**src/design/lineif_receive_output_port_pkg_note.sv**
```systemverilog
`timescale 1ns/1ps
`default_nettype none
`default_nettype wire

```
**src/design/lineif_rx_pkg.sv**
```systemverilog
package lineif_rx_pkg;

	// Number of receive channels served by the block.
	localparam int unsigned CHANNELS = 4;

	// Register byte offsets on the APB bus.
	localparam logic [11:0] OFFS_CONTROL = 12'h000;
	localparam logic [11:0] OFFS_LOSS_STATE = 12'h004;
	localparam logic [11:0] OFFS_INT_STATUS = 12'h008;
	localparam logic [11:0] OFFS_INT_MASK = 12'h00C;

	// Field positions inside the control register.
	localparam int unsigned CTRL_SINGLE_RAIL_LSB = 0;
	localparam int unsigned CTRL_AMI_LSB = 4;

	// Field positions inside the loss state register.
	localparam int unsigned LOSS_FLAG_LSB = 0;
	localparam int unsigned LOSS_MUTE_BIT = 4;

	// Field positions inside the interrupt status and mask registers.
	localparam int unsigned INT_LOSS_LSB = 0;
	localparam int unsigned INT_VIOLATION_LSB = 4;

	// Reset values of the writable registers.
	localparam logic [3:0] CTRL_SINGLE_RAIL_RESET = 4'h0;
	localparam logic [3:0] CTRL_AMI_RESET = 4'hF;
	localparam logic [7:0] INT_MASK_RESET = 8'h00;

	// Consecutive received zeros that declare loss of signal.
	localparam logic [7:0] LOS_ZERO_LIMIT = 8'h20;

	// Core clock rate and the least recovered clock silence that declares loss.
	localparam int unsigned CORE_CLK_MHZ = 50;
	localparam int unsigned CLK_STALL_NS = 2000;
	localparam logic [6:0] CLK_STALL_CYCLES = 7'((CLK_STALL_NS * CORE_CLK_MHZ + 999) / 1000);

endpackage

```
**src/design/lineif_receive_output_port.sv**
```systemverilog
// Register access over APB and the register addresses were chosen for this implementation.
`timescale 1ns/1ps
`default_nettype none

module lineif_receive_output_port (
	input wire logic core_clk,
	input wire logic arst_n,
	input wire logic psel,
	input wire logic penable,
	input wire logic pwrite,
	input wire logic [11:0] paddr,
	input wire logic [31:0] pwdata,
	output logic [31:0] prdata,
	output logic pready,
	output logic pslverr,
	output logic irq,
	input wire logic [lineif_rx_pkg::CHANNELS-1:0] rxRecoveredClkIn,
	input wire logic [lineif_rx_pkg::CHANNELS-1:0] rx_line_positive_input,
	input wire logic [lineif_rx_pkg::CHANNELS-1:0] rx_line_negative_input,
	input wire logic rx_output_silence_on_loss,
	output logic [lineif_rx_pkg::CHANNELS-1:0] rxRecoveredClkOut,
	output logic [lineif_rx_pkg::CHANNELS-1:0] rx_positive_rail_data,
	output logic [lineif_rx_pkg::CHANNELS-1:0] rx_negative_rail_data,
	output logic [lineif_rx_pkg::CHANNELS-1:0] rx_signal_lost_flag
);
	import lineif_rx_pkg::*;

	// Whole state of the port: registers, per channel decoder and bus read data.
	typedef struct packed {
		logic [3:0] singleRail;
		logic [3:0] amiMode;
		logic [7:0] intStatus;
		logic [7:0] intMask;
		logic [31:0] readData;
		logic muteMeta;
		logic muteSync;
		logic [3:0] clkOut;
		logic [3:0] posOut;
		logic [3:0] negOut;
		logic [3:0] lost;
		logic [3:0] lastPositive;
		logic [3:0] seenPulse;
		logic [3:0][7:0] zeroCount;
		logic [3:0][6:0] stallCount;
	} port_t;

	port_t state;
	port_t next_state;

	logic [3:0] clkLevel;
	logic [3:0] clkRise;
	logic [3:0] linePos;
	logic [3:0] lineNeg;
	logic [3:0] pulseNow;
	logic [3:0] violationNow;
	logic [3:0] stallNow;
	logic [3:0] lostNext;
	logic [3:0] muteNow;
	logic setupRead;
	logic accessWrite;
	// Decoded register select of the current bus address.
	logic [4:0] regHit;

	// Decodes a byte address into a register select, bit 4 marks a hit.
	function automatic logic [4:0] regSelect(input logic [11:0] addr);
		case (addr)
			OFFS_CONTROL: regSelect = 5'h11;
			OFFS_LOSS_STATE: regSelect = 5'h12;
			OFFS_INT_STATUS: regSelect = 5'h14;
			OFFS_INT_MASK: regSelect = 5'h18;
			default: regSelect = 5'h00;
		endcase
	endfunction

	// One synchroniser and edge finder per channel.
	genvar g;
	generate
		for (g = 0; g < CHANNELS; g++) begin : gen_sampler
			lineif_rx_sampler u_sampler (
				.core_clk(core_clk),
				.arst_n(arst_n),
				.rxClkPin(rxRecoveredClkIn[g]),
				.linePosPin(rx_line_positive_input[g]),
				.lineNegPin(rx_line_negative_input[g]),
				.clkLevel(clkLevel[g]),
				.clkRise(clkRise[g]),
				.linePos(linePos[g]),
				.lineNeg(lineNeg[g])
			);
		end
	endgenerate

	// Bus phases: read data are captured in setup, writes act in access.
	assign regHit = regSelect(paddr);
	assign setupRead = psel & ~penable & ~pwrite;
	assign accessWrite = psel & penable & pwrite & regHit[4];

	// Next state of decoders, loss detection, registers and read data.
	always_comb begin
		next_state = state;
		pulseNow = '0;
		violationNow = '0;
		stallNow = '0;
		lostNext = state.lost;
		muteNow = '0;
		next_state.muteMeta = rx_output_silence_on_loss;
		next_state.muteSync = state.muteMeta;
		for (int c = 0; c < CHANNELS; c++) begin
			pulseNow[c] = linePos[c] | lineNeg[c];
			// Both rails at once is always illegal; AMI also flags same polarity twice.
			violationNow[c] = (linePos[c] & lineNeg[c]) | (state.amiMode[c] & state.seenPulse[c]
				& ((linePos[c] & state.lastPositive[c]) | (lineNeg[c] & ~state.lastPositive[c])));
			// A recovered clock that stops for too long also counts as loss.
			stallNow[c] = (state.stallCount[c] == CLK_STALL_CYCLES);
			if (clkRise[c]) begin
				next_state.stallCount[c] = '0;
			end else if (!stallNow[c]) begin
				next_state.stallCount[c] = state.stallCount[c] + 7'h01;
			end
			if (stallNow[c]) begin
				lostNext[c] = 1'b1;
			end
			if (clkRise[c]) begin
				if (pulseNow[c]) begin
					next_state.zeroCount[c] = '0;
					next_state.seenPulse[c] = 1'b1;
					next_state.lastPositive[c] = linePos[c];
					lostNext[c] = 1'b0;
				end else begin
					if (state.zeroCount[c] != 8'hFF) begin
						next_state.zeroCount[c] = state.zeroCount[c] + 8'h01;
					end
					if (state.zeroCount[c] >= LOS_ZERO_LIMIT - 8'h01) begin
						lostNext[c] = 1'b1;
					end
				end
				muteNow[c] = state.muteSync & lostNext[c];
				next_state.clkOut[c] = clkLevel[c];
				if (state.singleRail[c]) begin
					next_state.posOut[c] = pulseNow[c] & ~muteNow[c];
					// The strobe is never muted, so every violation reaches the framer.
					next_state.negOut[c] = violationNow[c];
				end else begin
					next_state.posOut[c] = linePos[c] & ~muteNow[c];
					next_state.negOut[c] = lineNeg[c] & ~muteNow[c];
				end
			end else begin
				next_state.clkOut[c] = clkLevel[c];
				// A stalled clock mutes the data; the single-rail strobe is left alone.
				if (stallNow[c] && state.muteSync) begin
					next_state.posOut[c] = 1'b0;
					if (!state.singleRail[c]) begin
						next_state.negOut[c] = 1'b0;
					end
				end
			end
			next_state.lost[c] = lostNext[c];
		end
		// Software writes and write-one-to-clear; new events win over a clear.
		if (accessWrite && regHit[0]) begin
			next_state.singleRail = pwdata[CTRL_SINGLE_RAIL_LSB +: 4];
			next_state.amiMode = pwdata[CTRL_AMI_LSB +: 4];
		end
		if (accessWrite && regHit[3]) begin
			next_state.intMask = pwdata[7:0];
		end
		if (accessWrite && regHit[2]) begin
			next_state.intStatus = state.intStatus & ~pwdata[7:0];
		end
		next_state.intStatus[INT_LOSS_LSB +: 4] = next_state.intStatus[INT_LOSS_LSB +: 4]
			| (lostNext & ~state.lost);
		next_state.intStatus[INT_VIOLATION_LSB +: 4] = next_state.intStatus[INT_VIOLATION_LSB +: 4]
			| (violationNow & clkRise);
		// Read data are registered in the setup cycle for the access cycle.
		if (setupRead) begin
			case (regHit)
				5'h11: next_state.readData = {24'h00_0000, state.amiMode, state.singleRail};
				5'h12: next_state.readData = {27'h000_0000, state.muteSync, state.lost};
				5'h14: next_state.readData = {24'h00_0000, state.intStatus};
				5'h18: next_state.readData = {24'h00_0000, state.intMask};
				default: next_state.readData = 32'h0000_0000;
			endcase
		end
	end

	// State register with constant reset values.
	always_ff @(posedge core_clk or negedge arst_n) begin
		if (!arst_n) begin
			state <= '0;
			state.singleRail <= CTRL_SINGLE_RAIL_RESET;
			state.amiMode <= CTRL_AMI_RESET;
			state.intMask <= INT_MASK_RESET;
		end else begin
			state <= next_state;
		end
	end

	// Bus answers at once in the access phase; unmapped addresses give an error.
	assign pready = 1'b1;
	assign pslverr = psel & penable & ~regHit[4];
	assign prdata = state.readData;
	assign irq = |(state.intStatus & state.intMask);

	// Line side outputs, all from flip-flops.
	assign rxRecoveredClkOut = state.clkOut;
	assign rx_positive_rail_data = state.posOut;
	assign rx_negative_rail_data = state.negOut;
	assign rx_signal_lost_flag = state.lost;

	// Checks per channel on the core clock.
	// A stall tick is counted only when no link edge arrives in the same cycle,
	// because a mark on that edge ends the loss and wins over the stall.
	generate
		for (g = 0; g < CHANNELS; g++) begin : gen_check

		end
	endgenerate
endmodule // lineif_receive_output_port

`default_nettype wire

```
**src/design/lineif_rx_sampler.sv**
```systemverilog
`timescale 1ns/1ps
`default_nettype none

module lineif_rx_sampler (
	input wire logic core_clk,
	input wire logic arst_n,
	input wire logic rxClkPin,
	input wire logic linePosPin,
	input wire logic lineNegPin,
	output logic clkLevel,
	output logic clkRise,
	output logic linePos,
	output logic lineNeg
);

	// Two synchroniser stages for clock, positive and negative line pulses.
	typedef struct packed {
		logic [2:0] meta;
		logic [2:0] sync;
		logic prevClk;
	} sampler_t;

	sampler_t state;
	sampler_t next_state;

	// The first stage feeds only the second; edge finding looks at the second.
	always_comb begin
		next_state = state;
		next_state.meta = {lineNegPin, linePosPin, rxClkPin};
		next_state.sync = state.meta;
		next_state.prevClk = state.sync[0];
	end

	// State register.
	always_ff @(posedge core_clk or negedge arst_n) begin
		if (!arst_n) begin
			state <= '0;
		end else begin
			state <= next_state;
		end
	end

	// Data pass the same path as the clock so they line up with its edge.
	assign clkLevel = state.sync[0];
	assign clkRise = state.sync[0] & ~state.prevClk;
	assign linePos = state.sync[1];
	assign lineNeg = state.sync[2];

endmodule // lineif_rx_sampler

`default_nettype wire

```
**config.mk**
```make
export PLATFORM = sky130hd
export DESIGN_NAME = lineif_receive_output_port
export DESIGN_NICKNAME = d
export VERILOG_FILES = /design/src/design/lineif_receive_output_port_pkg_note.sv /design/src/design/lineif_rx_pkg.sv /design/src/design/lineif_receive_output_port.sv /design/src/design/lineif_rx_sampler.sv
export SDC_FILE = /design/constraint.sdc
export NUM_CORES = 1
export LEC_CHECK = 0
export BUFFER_PORTS_ARGS = -buffer_cell sky130_fd_sc_hd__buf_2
export CORE_MARGIN = 8
export CORE_UTILIZATION = 50
export CTS_BUF_LIST = sky130_fd_sc_hd__clkbuf_16
export DETAILED_ROUTE_END_ITERATION = 10
export HOLD_SLACK_MARGIN = 0.03
export PLACE_DENSITY = 0.84
export SLEW_MARGIN = 15
export SYNTH_ARGS = -nofsm -noshare
export SYNTH_HDL_FRONTEND = slang
export SYNTH_SLANG_ARGS = --single-unit
```
**constraint.sdc**
```tcl
create_clock -name core_clk -period 2.3 [get_ports core_clk]
set_clock_uncertainty 0.05 [all_clocks]
set_input_delay 0.115 -clock core_clk [delete_from_list [all_inputs] [get_ports core_clk]]
set_output_delay 0.115 -clock core_clk [all_outputs]
set_load 0.02 [all_outputs]
```
==> flow_metrics.py <==
metrics = {
    "synth": {
        "netlist_area_sq_um": 6860,
        "synth_top_area_share_pct": 50.4,
        "synth_area_leaders": "dfrtp_1 50%, buf_4 5.4%, a21oi_1 3.1%",
        "yosys.area.top_type": "dfrtp_1",
        "synth_common_cells": "138 x dfrtp_1, 54 x nor2_1, 52 x nand2_1",
        "synth_cells": 650,
        "ys_seq_elements": 142,
        "yosys_warnings": 0,
        "yosys_most_used_dff": "dfrtp_1",
        "yosysMostFrequentCell": "dfrtp_1",
        "synthArstFlopShare_pct": 100,
        "ys_seq_area_share_pct": 51.9,
        "avgSynthCellArea_sq_um": 10.5,
        "yosysUniqueCellTypes": 63,
        "synth_edf_count": 0,
    },
    "placement": {
        "io_buffers": 63,
        "gp_congestion": 0.855,
        "dpl_worst_slack_ps": 367,
        "dp_hpwl_microns": 9780,
    },
    "cts": {
        "cts_tree": "yes",
        "clk_latency_ps": 420,
        "h-tree-depth": 4,
        "post_cts_resized": 0,
        "path_clk_slew_ps": 60,
        "clock_sinks": 142,
        "clockRootBuffer": "clkbuf_16",
        "clk_path_buf_depth": 2,
        "cts_inserted_buffers": 17,
    },
    "routing": {
        "wl_per_cell_microns": 15.7,
        "drtIter0Drc": 508,
        "drc": 0,
        "dr.pass1.iters": 5,
        "routed_wirelength_microns": 14500,
        "vias_per_cell": 5.58,
        "ant_nets": 0,
        "vias": 5131,
    },
    "grt": {
        "grtUsageTotal_pct": 17.1,
        "grt_antenna_before_repair": 1,
        "grt-ovfl-total": 0,
        "grt_pass1_vias": 4993,
        "grt_pass1_wl_microns": 24700,
        "grt_max_degree": 53,
    },
    "floorplanning": {
        "coreArea_sq_um": 13300,
        "fp.dieW_microns": 133,
        "num_rows": 42,
        "initial_core_util_pct": 51.6,
        "die_h_microns": 133,
        "io_pins": 113,
        "dieArea_sq_um": 17700,
    },
    "worst_setup_path": {
        "critPathRequiredTime_ps": 2590,
        "arrival_ps": 2230,
        "critical_path_class": "register to register",
        "path_max_fanout": 6,
        "crit_path_start_kind": "register",
        "end_kind": "register",
    },
    "sta": {
        "finalHoldViolations": 0,
        "maxSlewViolCount": 0,
        "clock.fmax_mhz": 514,
        "post-route-min-period_ps": 1950,
        "maxSlewHeadroom_pct": 51.6,
        "fin_crit_sh_pct": 84.6,
        "finalSetupViolations": 0,
        "setup_slack_ps": 353,
        "rsz0062_at_grt": "no",
        "worstMarginPinSlew_ps": 720,
        "tns_ps": 0,
    },
    "power": {
        "p_switching_uw": 1560,
        "peakVddDrop_uv": 553,
        "p_int_uw": 4380,
        "p_seq_share_pct": 47.8,
        "p_leak_uw": 0.00358,
        "swShare_pct": 26.2,
        "clkPwrFrac_pct": 41.6,
        "powerDensity_nw_per_um2": 747,
        "combinationalPowerShare_pct": 10.6,
    },
    "layout": {
        "seqCellArea_sq_um": 3560,
        "finalNetCount": 803,
        "area_delta_synth_final_pct": 16.0,
        "drive_gt1_share_pct": 20.4,
        "multi_input_area_sq_um": 2880,
        "fillers": 1072,
    },
    "run": {
        "cap_violations": 0,
    },
    "run_status": {
        "outcome": "complete, no violations",
    },
    "hold_path": {
        "min_path_type": "input port to register",
    },
}
[cell type report]
class	instances	area share, %
antenna	1	0.0315
multi-input combinational	448	36.2
inverter	17	0.802
timing repair buffer	103	8.73
clock inverter	15	1.38
sequential	142	44.7
tap	176	2.77
clock buffer	17	5.35
[state kept, by name, summed over array words and instances (netlist names)]
signal,cells
gen_sampler.u_sampler.clkLevel,4
rx_signal_lost_flag,4
rx_positive_rail_data,4
prdata,8
rx_negative_rail_data,4
state,93
next_state,1
gen_sampler.u_sampler.lineNeg,4
gen_sampler.u_sampler.next_state,12
rxRecoveredClkOut,4
gen_sampler.u_sampler.linePos,4
[power by group through the flow]
stage	clock network [uW]	registers, uW	logic (uW)
after CTS	2520	2840	634
after floorplan	0	2840	455
final	2470	2840	628
after global placement	0	2870	569
after global routing	2630	2870	706
after detailed placement	0	2880	593
[worst max-delay path: stages, from the launching register on]
cell and delay, ps:
dfrtp_1 380, ha_1 220, nand4_1 240, nor4_1 680, o31ai_1 150, a21oi_1 150
[metrics by stage]
stage / util [%] / area [sq um] / power (uW) / std cells / hold WS (ps)
global placement: 54.0 / 7180 / 3440 / 862 / 41.4
finish: 59.8 / 7960 / 5940 / 919 / 108
floorplan: - / 6940 / 3290 / 673 / -231
global route: 59.8 / 7960 / 6210 / 919 / 98.4
detailed placement: 54.0 / 7180 / 3470 / 862 / 40.9
CTS: 59.8 / 7950 / 5990 / 918 / 101
[kinds of logic (layout without fill, tap and decap cells)]
group,Yosys count,count (layout),share of synthesized area [%]
AOI/OAI and AO/OA,148,148,13.6
xor gates and xnor gates,9,9,1.15
adders and majority gates,12,12,2.19
buffers and inverters,83,152,7.35
DFF,142,142,51.9
muxes,35,35,6.82
other,2,26,0.110
and+or+nand+nor,219,219,16.8
[layout by cell type (no fill, tap or decap), types with 4 or more instances in the layout]
cell type and n:
a21oi_1 43, a22o_1 6, a22oi_1 4, a31o_2 4
a31oi_1 11, and3_1 7, buf_2 62, buf_4 15
clkbuf_16 17, clkinv_2 5, conb_1 25, dfrtp_1 138
dfstp_2 4, dlygate4sd3_1 24, ha_1 12, inv_1 20
mux2_2 12, mux2_4 8, mux2i_1 10, mux4_2 5
nand2_1 52, nand2b_1 7, nand3_1 21, nand4_1 18
nor2_1 54, nor2b_1 4, nor3_1 13, o211ai_1 5
o21ai_0 37, o2bb2ai_1 5, o31ai_1 10, or3_1 19
xnor2_1 5, xor2_1 4
[routing by layer]
layer / global-route usage, % / routed length (microns) / part of all wire [%]
met4: 4.37 / 138 / 0.95
met3: 6.54 / 881 / 6.1
met5: 0 / 0 / 0
met1: 21.4 / 6370 / 44
met2: 27.3 / 7090 / 49
[path summary, 6_finish.rpt]
path	cells past startpoint	start	end	slack, ps
worst min register to register	0	gen_sampler[2].u_sampler.next_state[3]	gen_sampler[2].u_sampler.lineNeg	290
worst max-delay path	5	state[52]	state[59]	350
max in group asynchronous	3	arst_n	state[134]	1310
worst min-delay path	5	paddr[7]	prdata[3]	110
min in group asynchronous	2	arst_n	state[12]	160
worst max register to register	5	state[52]	state[59]	350
[what timing repair did]
item                      in CTS  in global routing
hold endpoints to repair     131                  0
setup buffers                  0                  0
hold buffers                  24                  0
Power figures use the tool's default switching activity.
